===== src/pjh_pkg.sv =====
// Package of constants and types for the peer job handshake block
package pjh_pkg;

  // ****************************************************************
  // Timing
  // ****************************************************************
  localparam int unsigned CLK_PERIOD_NS   = 10;   // REF_CLK period
  localparam int unsigned RECOVER_TIME_NS = 2000; // Recovery after reset
  localparam int unsigned RECOG_TIME_NS   = 50;   // Start must stand this long
  // Least times round up to whole cycles
  localparam int unsigned RECOVER_CYC = (RECOVER_TIME_NS + CLK_PERIOD_NS - 1) / CLK_PERIOD_NS;
  localparam int unsigned RECOG_CYC   = (RECOG_TIME_NS + CLK_PERIOD_NS - 1) / CLK_PERIOD_NS;

  // ****************************************************************
  // Register map (byte addresses)
  // ****************************************************************
  localparam int unsigned ADDR_W        = 8;
  localparam logic [7:0]  CTRL_OFS      = 8'h00; // Enables and recovery restart
  localparam logic [7:0]  IRQ_STAT_OFS  = 8'h04; // Sticky events, write one to clear
  localparam logic [7:0]  IRQ_MASK_OFS  = 8'h08; // Event mask, same layout
  localparam logic [7:0]  JOB_STATE_OFS = 8'h0C; // Live job state
  localparam logic [7:0]  SEND_STAT_OFS = 8'h10; // Last send status word
  localparam logic [7:0]  RECV_STAT_OFS = 8'h14; // Last receive status word

  // Control bits
  localparam int unsigned CTRL_SEND_EN = 0;
  localparam int unsigned CTRL_RECV_EN = 1;
  localparam int unsigned CTRL_RESTART = 2; // Self clearing
  localparam logic [1:0]  CTRL_RST     = 2'h3;

  // Event bits
  localparam int unsigned EV_W         = 6;
  localparam int unsigned EV_SEND_DONE = 0;
  localparam int unsigned EV_RECV_DONE = 1;
  localparam int unsigned EV_SEND_STALE = 2;
  localparam int unsigned EV_RECV_STALE = 3;
  localparam int unsigned EV_SEND_ABORT = 4;
  localparam int unsigned EV_RECV_ABORT = 5;

  // Job state register fields
  localparam int unsigned JS_SEND_LSB = 0;
  localparam int unsigned JS_RECV_LSB = 2;
  localparam int unsigned JS_READY    = 4;
  localparam int unsigned JS_SEND_STALE = 5;
  localparam int unsigned JS_RECV_STALE = 6;

  localparam int unsigned STATUS_W   = 16;
  localparam logic [15:0] STATUS_RST = 16'h0000;

  localparam logic [1:0] RESP_OKAY   = 2'h0;
  localparam logic [1:0] RESP_SLVERR = 2'h2;

  // ****************************************************************
  // Types
  // ****************************************************************
  // Gray coded along idle, recognise, active, done
  typedef enum logic [1:0] {
    JOB_IDLE   = 2'b00,
    JOB_RECOG  = 2'b01,
    JOB_ACTIVE = 2'b11,
    JOB_DONE   = 2'b10
  } pjh_job_state_t;

  // Completion report from the transfer engine
  typedef struct packed {
    logic                done;
    logic [STATUS_W-1:0] code;
  } pjh_result_t;

  // One job's state
  typedef struct packed {
    pjh_job_state_t      state;
    logic [7:0]          cnt;
    logic                stale;
    logic                active;
    logic                go;
    logic                stat_we;
    logic [STATUS_W-1:0] status;
  } pjh_job_t;

  // Job step result with its events
  typedef struct packed {
    pjh_job_t job;
    logic     ev_done;
    logic     ev_stale;
    logic     ev_abort;
  } pjh_step_t;

endpackage : pjh_pkg


===== src/pjh_peer_job.sv =====
// Peer job handshake engine with AXI4-Lite register slave
//
// Our own choices: the register addresses and the AXI4-Lite register port.
`timescale 1ns/10ps
`default_nettype none

// Functional notes
// [RL1] Controller presets status word to one
// [RL2] Controller checks start and active clear
// [RL3] Controller sets start bit to request job
// [RL4] Recognised start raises matching active bit
// [RL5] Controller clears start after seeing active
// [RL6] Completion writes status: zero good, else error
// [RL7] Send completion drops send active bit
// [RL8] Start set before recovery is never executed
// [RL9] Controller times out unrecognised start bits
// [RL10] Controller enable holds until job completes
// [RL11] Receive armed first, then waits for sender
// [RL12] Send active rises as transfer begins
// [RL13] Receive active drops after data stored
// [RL14] Start cleared early: job never starts
// [RL15] Receive active holds until data arrives
// [RL16] Run-once service drops enable after status
// [RL17] Controller may re-arm receive after completion
module pjh_peer_job #(
  parameter int unsigned RECOVER_CYC = pjh_pkg::RECOVER_CYC,
  parameter int unsigned RECOG_CYC   = pjh_pkg::RECOG_CYC
) (
  input  wire logic                        REF_CLK,
  input  wire logic                        NRST,
  // Start bits from the controller's output words (pins)
  input  wire logic                        SEND_START,
  input  wire logic                        RECV_START,
  // Active bits to the controller's input words
  output var  logic                        SEND_ACTIVE,
  output var  logic                        RECV_ACTIVE,
  // Status words written at completion
  output var  logic [pjh_pkg::STATUS_W-1:0] SEND_STATUS,
  output var  logic                        SEND_STAT_WE,
  output var  logic [pjh_pkg::STATUS_W-1:0] RECV_STATUS,
  output var  logic                        RECV_STAT_WE,
  // Transfer engine
  output var  logic                        SEND_GO,
  output var  logic                        RECV_GO,
  input  wire pjh_pkg::pjh_result_t        SEND_RESULT,
  input  wire pjh_pkg::pjh_result_t        RECV_RESULT,
  // AXI4-Lite slave
  input  wire logic [pjh_pkg::ADDR_W-1:0]  S_AXI_AWADDR,
  input  wire logic                        S_AXI_AWVALID,
  output var  logic                        S_AXI_AWREADY,
  input  wire logic [31:0]                 S_AXI_WDATA,
  input  wire logic [3:0]                  S_AXI_WSTRB,
  input  wire logic                        S_AXI_WVALID,
  output var  logic                        S_AXI_WREADY,
  output var  logic [1:0]                  S_AXI_BRESP,
  output var  logic                        S_AXI_BVALID,
  input  wire logic                        S_AXI_BREADY,
  input  wire logic [pjh_pkg::ADDR_W-1:0]  S_AXI_ARADDR,
  input  wire logic                        S_AXI_ARVALID,
  output var  logic                        S_AXI_ARREADY,
  output var  logic [31:0]                 S_AXI_RDATA,
  output var  logic [1:0]                  S_AXI_RRESP,
  output var  logic                        S_AXI_RVALID,
  input  wire logic                        S_AXI_RREADY,
  output var  logic                        IRQ
);

  // ****************************************************************
  // Parameter checks
  // ****************************************************************
  if (RECOG_CYC < 1 || RECOG_CYC > 255)
    $error("RECOG_CYC must lie in 1..255");
  if (RECOVER_CYC < 1 || RECOVER_CYC > 65535)
    $error("RECOVER_CYC must lie in 1..65535");

  localparam logic [7:0]  RECOG_LAST  = 8'(RECOG_CYC - 1);
  localparam logic [15:0] RECOVER_END = 16'(RECOVER_CYC);

  // ****************************************************************
  // State
  // ****************************************************************
  typedef struct packed {
    logic                          send_s1;   // Synchroniser first stages
    logic                          send_s2;
    logic                          recv_s1;
    logic                          recv_s2;
    logic [15:0]                   rec_cnt;   // Recovery counter
    pjh_pkg::pjh_job_t             send;
    pjh_pkg::pjh_job_t             recv;
    logic [1:0]                    ctrl;
    logic [pjh_pkg::EV_W-1:0]      sts;
    logic [pjh_pkg::EV_W-1:0]      mask;
    logic                          irq;
    logic                          aw_have;   // Write address held
    logic [pjh_pkg::ADDR_W-1:0]    aw_addr;
    logic                          w_have;    // Write data held
    logic [31:0]                   w_data;
    logic [3:0]                    w_strb;
    logic                          awready;
    logic                          wready;
    logic                          bvalid;
    logic [1:0]                    bresp;
    logic                          arready;
    logic                          rvalid;
    logic [31:0]                   rdata;
    logic [1:0]                    rresp;
  } pjh_state_t;

  pjh_state_t st_reg;   // Registered state
  pjh_state_t st_next;  // Next state

  // ****************************************************************
  // Job step, shared by send and receive
  // ****************************************************************
  // One sequence serves both directions; only the engine behind GO differs
  function automatic pjh_pkg::pjh_step_t job_step(
    input pjh_pkg::pjh_job_t    j,
    input logic                 start,
    input logic                 en,
    input logic                 ready,
    input pjh_pkg::pjh_result_t res
  );
    pjh_pkg::pjh_step_t s;
    s          = '0;
    s.job      = j;
    s.job.go      = 1'b0;
    s.job.stat_we = 1'b0;
    case (j.state)
      pjh_pkg::JOB_IDLE:
      begin
        if (!start)
        begin
          s.job.stale = 1'b0;   // A fresh edge is needed after a stale start
        end
        else if (!ready)
        begin
          s.job.stale = 1'b1;   // [RL8]
          s.ev_stale  = !j.stale;
        end
        else if (en && !j.stale)
        begin
          s.job.state = pjh_pkg::JOB_RECOG;
          s.job.cnt   = 8'h00;
        end
      end
      pjh_pkg::JOB_RECOG:
      begin
        if (!start)
        begin
          // Start dropped before recognition: job is dropped and its abort event is set
          s.job.state = pjh_pkg::JOB_IDLE;   // [RL14]
          s.ev_abort  = 1'b1;
        end
        else if (j.cnt == RECOG_LAST)
        begin
          s.job.state  = pjh_pkg::JOB_ACTIVE;
          s.job.active = 1'b1;   // [RL4]
          s.job.go     = 1'b1;   // [RL11] [RL12]
        end
        else
        begin
          s.job.cnt = j.cnt + 8'h01;
        end
      end
      pjh_pkg::JOB_ACTIVE:
      begin
        // No timeout: the job waits for the engine however long it takes
        if (res.done)   // [RL15]
        begin
          s.job.state   = pjh_pkg::JOB_DONE;
          s.job.active  = 1'b0;        // [RL7] [RL13]
          s.job.status  = res.code;    // [RL6]
          s.job.stat_we = 1'b1;        // [RL6]
          s.ev_done     = 1'b1;
        end
      end
      pjh_pkg::JOB_DONE:
      begin
        // A start still held now belongs to the finished job
        if (!start)
        begin
          s.job.state = pjh_pkg::JOB_IDLE;
        end
      end
      default:
      begin
        s.job.state = pjh_pkg::JOB_IDLE;
      end
    endcase
    return s;
  endfunction : job_step

  // ****************************************************************
  // Next state
  // ****************************************************************
  always_comb
  begin
    pjh_pkg::pjh_step_t        ss;
    pjh_pkg::pjh_step_t        rs;
    logic                      ready;
    logic                      restart;
    logic [pjh_pkg::EV_W-1:0]  ev;
    logic [pjh_pkg::EV_W-1:0]  clr;
    ss      = '0;
    rs      = '0;
    ev      = '0;
    clr     = '0;
    restart = 1'b0;
    st_next = st_reg;
    // Start pins pass two flip-flops before any logic looks at them
    st_next.send_s1 = SEND_START;
    st_next.send_s2 = st_reg.send_s1;
    st_next.recv_s1 = RECV_START;
    st_next.recv_s2 = st_reg.recv_s1;
    ready = (st_reg.rec_cnt == RECOVER_END);

    // Write path: address and data may arrive in either order
    if (S_AXI_AWVALID && st_reg.awready)
    begin
      st_next.aw_have = 1'b1;
      st_next.aw_addr = S_AXI_AWADDR;
    end
    if (S_AXI_WVALID && st_reg.wready)
    begin
      st_next.w_have = 1'b1;
      st_next.w_data = S_AXI_WDATA;
      st_next.w_strb = S_AXI_WSTRB;
    end
    if (S_AXI_BVALID && S_AXI_BREADY)
    begin
      st_next.bvalid = 1'b0;
    end
    if (st_reg.aw_have && st_reg.w_have && !st_reg.bvalid)
    begin
      st_next.aw_have = 1'b0;
      st_next.w_have  = 1'b0;
      st_next.bvalid  = 1'b1;
      st_next.bresp   = pjh_pkg::RESP_OKAY;
      if (st_reg.aw_addr == pjh_pkg::CTRL_OFS)
      begin
        if (st_reg.w_strb[0])
        begin
          st_next.ctrl = st_reg.w_data[1:0];
          restart      = st_reg.w_data[pjh_pkg::CTRL_RESTART];
        end
      end
      else if (st_reg.aw_addr == pjh_pkg::IRQ_STAT_OFS)
      begin
        if (st_reg.w_strb[0])
        begin
          clr = st_reg.w_data[pjh_pkg::EV_W-1:0];
        end
      end
      else if (st_reg.aw_addr == pjh_pkg::IRQ_MASK_OFS)
      begin
        if (st_reg.w_strb[0])
        begin
          st_next.mask = st_reg.w_data[pjh_pkg::EV_W-1:0];
        end
      end
      else if (st_reg.aw_addr == pjh_pkg::JOB_STATE_OFS ||
               st_reg.aw_addr == pjh_pkg::SEND_STAT_OFS ||
               st_reg.aw_addr == pjh_pkg::RECV_STAT_OFS)
      begin
        st_next.bresp = pjh_pkg::RESP_OKAY;   // Read-only: write ignored
      end
      else
      begin
        st_next.bresp = pjh_pkg::RESP_SLVERR;  // Unmapped
      end
    end
    st_next.awready = !st_next.aw_have && !st_next.bvalid;
    st_next.wready  = !st_next.w_have && !st_next.bvalid;

    // Read path: one cycle from address to data
    if (S_AXI_RVALID && S_AXI_RREADY)
    begin
      st_next.rvalid = 1'b0;
    end
    if (S_AXI_ARVALID && st_reg.arready)
    begin
      st_next.rvalid = 1'b1;
      st_next.rresp  = pjh_pkg::RESP_OKAY;
      st_next.rdata  = 32'h0000_0000;
      if (S_AXI_ARADDR == pjh_pkg::CTRL_OFS)
      begin
        st_next.rdata[1:0] = st_reg.ctrl;
      end
      else if (S_AXI_ARADDR == pjh_pkg::IRQ_STAT_OFS)
      begin
        st_next.rdata[pjh_pkg::EV_W-1:0] = st_reg.sts;
      end
      else if (S_AXI_ARADDR == pjh_pkg::IRQ_MASK_OFS)
      begin
        st_next.rdata[pjh_pkg::EV_W-1:0] = st_reg.mask;
      end
      else if (S_AXI_ARADDR == pjh_pkg::JOB_STATE_OFS)
      begin
        st_next.rdata[pjh_pkg::JS_SEND_LSB +: 2] = st_reg.send.state;
        st_next.rdata[pjh_pkg::JS_RECV_LSB +: 2] = st_reg.recv.state;
        st_next.rdata[pjh_pkg::JS_READY]         = ready;
        st_next.rdata[pjh_pkg::JS_SEND_STALE]    = st_reg.send.stale;
        st_next.rdata[pjh_pkg::JS_RECV_STALE]    = st_reg.recv.stale;
      end
      else if (S_AXI_ARADDR == pjh_pkg::SEND_STAT_OFS)
      begin
        st_next.rdata[pjh_pkg::STATUS_W-1:0] = st_reg.send.status;
      end
      else if (S_AXI_ARADDR == pjh_pkg::RECV_STAT_OFS)
      begin
        st_next.rdata[pjh_pkg::STATUS_W-1:0] = st_reg.recv.status;
      end
      else
      begin
        st_next.rresp = pjh_pkg::RESP_SLVERR;  // Unmapped reads zero
      end
    end
    st_next.arready = !st_next.rvalid;

    // Recovery: after a restart, a start that an idle job sees before recovery ends counts as stale
    if (restart)
    begin
      st_next.rec_cnt = 16'h0000;   // [RL8]
    end
    else if (!ready)
    begin
      st_next.rec_cnt = st_reg.rec_cnt + 16'h0001;
    end

    // Jobs
    ss = job_step(st_reg.send, st_reg.send_s2, st_reg.ctrl[pjh_pkg::CTRL_SEND_EN],
                  ready, SEND_RESULT);
    rs = job_step(st_reg.recv, st_reg.recv_s2, st_reg.ctrl[pjh_pkg::CTRL_RECV_EN],
                  ready, RECV_RESULT);
    st_next.send = ss.job;
    st_next.recv = rs.job;

    // Sticky events: a set in the clearing cycle wins
    ev[pjh_pkg::EV_SEND_DONE]  = ss.ev_done;
    ev[pjh_pkg::EV_RECV_DONE]  = rs.ev_done;
    ev[pjh_pkg::EV_SEND_STALE] = ss.ev_stale;
    ev[pjh_pkg::EV_RECV_STALE] = rs.ev_stale;
    ev[pjh_pkg::EV_SEND_ABORT] = ss.ev_abort;
    ev[pjh_pkg::EV_RECV_ABORT] = rs.ev_abort;
    st_next.sts = (st_reg.sts & ~clr) | ev;
    st_next.irq = |(st_next.sts & st_next.mask);
  end

  // ****************************************************************
  // State register
  // ****************************************************************
  always_ff @(posedge REF_CLK or negedge NRST)
  begin
    if (!NRST)
    begin
      st_reg             <= '0;
      st_reg.ctrl        <= pjh_pkg::CTRL_RST;
      st_reg.send.status <= pjh_pkg::STATUS_RST;
      st_reg.recv.status <= pjh_pkg::STATUS_RST;
    end
    else
    begin
      st_reg <= st_next;
    end
  end

  // ****************************************************************
  // Outputs, all straight from flip-flops
  // ****************************************************************
  assign SEND_ACTIVE   = st_reg.send.active;
  assign RECV_ACTIVE   = st_reg.recv.active;
  assign SEND_STATUS   = st_reg.send.status;
  assign SEND_STAT_WE  = st_reg.send.stat_we;
  assign RECV_STATUS   = st_reg.recv.status;
  assign RECV_STAT_WE  = st_reg.recv.stat_we;
  assign SEND_GO       = st_reg.send.go;
  assign RECV_GO       = st_reg.recv.go;
  assign S_AXI_AWREADY = st_reg.awready;
  assign S_AXI_WREADY  = st_reg.wready;
  assign S_AXI_BVALID  = st_reg.bvalid;
  assign S_AXI_BRESP   = st_reg.bresp;
  assign S_AXI_ARREADY = st_reg.arready;
  assign S_AXI_RVALID  = st_reg.rvalid;
  assign S_AXI_RDATA   = st_reg.rdata;
  assign S_AXI_RRESP   = st_reg.rresp;
  assign IRQ           = st_reg.irq;
endmodule : pjh_peer_job

`default_nettype wire


===== config.mk =====
export PLATFORM = sky130hd
export DESIGN_NAME = pjh_peer_job
export DESIGN_NICKNAME = d
export VERILOG_FILES = /design/src/pjh_pkg.sv /design/src/pjh_peer_job.sv
export SDC_FILE = /design/constraint.sdc
export NUM_CORES = 1
export LEC_CHECK = 0
export ABC_AREA = 1
export BUFFER_PORTS_ARGS = -buffer_cell sky130_fd_sc_hd__buf_2
export CAP_MARGIN = 20
export CORE_MARGIN = 2
export CORE_UTILIZATION = 58
export DETAILED_ROUTE_END_ITERATION = 10
export GPL_TIMING_DRIVEN = 1
export PLACE_DENSITY = 0.94
export SETUP_SLACK_MARGIN = 0.05
export SYNTH_ARGS = -nofsm -noshare
export SYNTH_HDL_FRONTEND = slang
export SYNTH_SLANG_ARGS = --single-unit
export TNS_END_PERCENT = 10

===== constraint.sdc =====
create_clock -name REF_CLK -period 3.15 [get_ports REF_CLK]
set_input_delay 0.63 -clock REF_CLK [delete_from_list [all_inputs] [get_ports REF_CLK]]
set_output_delay 0.63 -clock REF_CLK [all_outputs]
set_load 0.03 [all_outputs]

==> impl_results.md <==
- Share of the clock period used by the worst path: around three fifths
- Synth-to-layout area growth: 13.79%
- Initial antenna violation count: 0
- Height of the die: 114.3 µm
- Max transition margin: 62.58%
- Largest net degree at the start of global routing: just over 60
- Number of nets in the layout: ~1,100
- Wire length of the first global-routing pass: ~27,000 µm
- Routability Congestion: between 0.9 and 1
- Max-cap viol count: 0
- Sequential element share of the synthesized area: between 40% and 50%
- Inserted Clock Buffers: 17
- Final-layout setup total negative slack: 0 ps
- Antenna Violating Nets Remaining: 0
- HPWL Detailed: 11,290 µm
- Largest cells by area after synthesis: sky130_fd_sc_hd__dfrtp_1 (47%), sky130_fd_sc_hd__nand2_1 (19%), sky130_fd_sc_hd__buf_4 (7.4%), sky130_fd_sc_hd__nor2_1 (3.7%), sky130_fd_sc_hd__nand3_1 (3.4%)
- Layout cells sized above 1: a little over a fifth
- Count of unresolved DRC violations after routing: 0
- Number of enable-type register cells in the synthesized netlist: 0
- Worst clock skew: 6.282 ps
- Ports placed on the boundary: approximately 180
- Critical Path Source Type: register
- Std-Cell Rows: 40
- RSZ-0062 raised after global routing: false
- DIE WIDTH: 114.3 µm
- Latest clock arrival within the worst-skew pair: 420 ps
- Number of slew-limit violations in the final report: 0
- Non-filler cells, final: roughly 1,200
- Synth Instances: ~900
- Minimum clock period after layout: between 1500 and 2000 ps
- Number of cells in the design after placement: 1,123
- All-Layer GR Usage: 26.25%
- Hold Slack: 138.1 ps
- Total of hold buffers inserted after clock tree synthesis: 0
- Fraction of synthesized cell area taken by the top area cell type: 47.14%
- Buffer cell driving the clock tree root: sky130_fd_sc_hd__clkbuf_16
- # diodes: 0
- Number of setup buffers added after CTS: 0
- Number of fillers in the final layout: about 900
- Synthesis Warnings: 0
- Count of cells along the worst register-to-register path: 10
- Proportion of register bits with asynchronous set or reset after synthesis: 100.0%
- Total gr overflow: 0
- Final Core Density: approximately 67%
- Mean post-synth cell area: around 7.8 µm²
- Number of hold-slack violations in the final timing report: 0
- Yosys cell types: 39
- Setup Viol. Count Final: 0
- Power, Total: ~5.8 mW
- Maximum VDD drop: about 440 µV
- Most area-hungry cell type in the Yosys netlist: sky130_fd_sc_hd__dfrtp_1
- Total of cells resized after clock tree synthesis: 0
- Critical setup path kind: register to register
- Post-DR vias/cell: 5.246
- Max FO, Critical Path: 12
- Register clock-pin slew on the reported worst setup and hold paths: 60 ps
- Post-synth top flop: sky130_fd_sc_hd__dfrtp_1
- FF+latch count, synth: ~140
- Router iterations before antenna repair: 6
- Endpoint type of the worst setup path: register
- TritonCTS sink count: 135
- Area enclosed by the die boundary: roughly 13,000 µm²
- # H-tree levels: 4
- Data arrival time of the critical path: ~2200 ps
- Core area: roughly 12,000 µm²
- Number of port buffers: around 130
- Via count of the first global-routing pass: ~5,700
- Power density over the cells: about 720 nW/µm²
- Worst hold path type: input port to async pin
- Result of the run: finished, final reports clean
- Worst-margin pin slew: 559.2 ps
- Number of buffers between clock root and the deepest sink: 2
- Flip-flop count of the largest register, all copies and words added: just over 70
- Detailed router's first-iteration violation count: 634
- Effective utilization at floorplan: between 50% and 60%
- Data required time of the critical path: ~3400 ps
- TritonCTS clock tree: yes
- Netlist area before placement: ~7000 µm²
- DRT Wirelength: 16,240 µm
- FMAX: between 500 and 600 MHz
- Routed via count: 6,059
- Cell leakage power: ~4.4 nW
- Final routed wire length divided by cell count: approximately 14 µm
logic make-up (layout without fill, tap and decap cells):
family                   after synthesis  count (layout)  share of synthesized area, %
AND/OR/NAND/NOR                      527             527                         31.35
buffers and inverters                157             241                         12.35
flip-flops                           135             135                         47.88
AO/OA/AOI/OAI                         67              67                         5.565
XOR/XNOR                              14              14                         1.737
adder cells (fa/ha/maj)                6               6                         1.063
other                                  1              18                       0.05311
final cells by class:
class                      instances  area, µm²  share of cell area (%)
clock buffer                      21      470.5                   5.856
clock inverter                    11      146.4                   1.822
inverter                          77      289.0                   3.598
multi-input combinational        632       2872                   35.74
sequential                       135       3381                   42.08
tap                              147      183.9                   2.289
timing repair buffer             132      691.9                   8.612
worst max-delay path, stage by stage, from the launching register on:
cell                      delay [ps]
sky130_fd_sc_hd__dfrtp_1         370
sky130_fd_sc_hd__inv_1            70
sky130_fd_sc_hd__nand3_1         310
sky130_fd_sc_hd__nor2_1          360
sky130_fd_sc_hd__nand2_2         160
sky130_fd_sc_hd__nand2_1          80
sky130_fd_sc_hd__nand2_1          70
sky130_fd_sc_hd__nand2_1          90
sky130_fd_sc_hd__nand2_1          60
sky130_fd_sc_hd__nor2_1           90
sky130_fd_sc_hd__nand2_1          80
layout by cell type (no fill, tap or decap), drive strengths merged, types with 4 or more instances in the layout:
cell type / count
buf: 132
xor2: 10
or2: 5
ha: 6
inv: 76
xnor2: 4
clkinv: 7
dfrtp: 133
a22o: 7
nand3: 48
a21oi: 18
nand2: 366
nor3: 12
clkbuf: 21
nand4: 9
conb: 18
nor2: 80
o21ai: 34
synthesized netlist by cell type, types with 2 or more instances:
cell,count
sky130_fd_sc_hd__a21o_1,2
sky130_fd_sc_hd__a21oi_1,18
sky130_fd_sc_hd__a22o_1,7
sky130_fd_sc_hd__buf_2,3
sky130_fd_sc_hd__buf_4,70
sky130_fd_sc_hd__clkbuf_1,6
sky130_fd_sc_hd__clkinv_1,2
sky130_fd_sc_hd__dfrtp_1,133
sky130_fd_sc_hd__dfstp_2,2
sky130_fd_sc_hd__ha_1,6
sky130_fd_sc_hd__inv_1,61
sky130_fd_sc_hd__inv_2,14
sky130_fd_sc_hd__nand2_1,352
sky130_fd_sc_hd__nand2_2,12
sky130_fd_sc_hd__nand2_4,2
sky130_fd_sc_hd__nand3_1,48
sky130_fd_sc_hd__nand3b_1,2
sky130_fd_sc_hd__nand4_1,9
sky130_fd_sc_hd__nor2_1,70
sky130_fd_sc_hd__nor2_2,6
sky130_fd_sc_hd__nor2_4,4
sky130_fd_sc_hd__nor3_1,11
sky130_fd_sc_hd__nor4_1,3
sky130_fd_sc_hd__o211ai_1,3
sky130_fd_sc_hd__o21ai_0,23
sky130_fd_sc_hd__o21ai_1,8
sky130_fd_sc_hd__o21ai_2,3
sky130_fd_sc_hd__or2_2,4
sky130_fd_sc_hd__xnor2_1,4
sky130_fd_sc_hd__xor2_1,10
where the power goes:
part           switching, mW  leakage (nW)  total (mW)  internal (mW)
combinational          0.951          2.41        1.36          0.404
clock                  0.729         0.299        2.04           1.31
sequential             0.299          1.71        2.40           2.10
metal layers:
metal	vias to the layer above	routed length (µm)	GRT usage (%)
li1	2943	-	-
met1	2767	6833	33.24
met2	306	7698	42.26
met3	43	1280	6.300
met4	0	429	13.41
met5	-	0	0
stage by stage:
step	cell area, µm²	setup WS [ps]
floorplan	7124	1541
global placement	7417	1092
detailed placement	7417	1022
CTS	8034	1269
global route	8034	1123
finish	8034	1282
final timing paths:
check / from / to / slack, ps
setup / recovery: S_AXI_BVALID / IRQ / 1280
hold / removal: NRST / RECV_GO / 140
setup reg to reg: S_AXI_BVALID / IRQ / 1280
hold reg to reg: st_next[178] / st_reg[178] / 340
max in group asynchronous: NRST / st_reg[170] / 2270
min in group REF_CLK: SEND_START / st_next[180] / 320
Power figures use the tool's default switching activity.
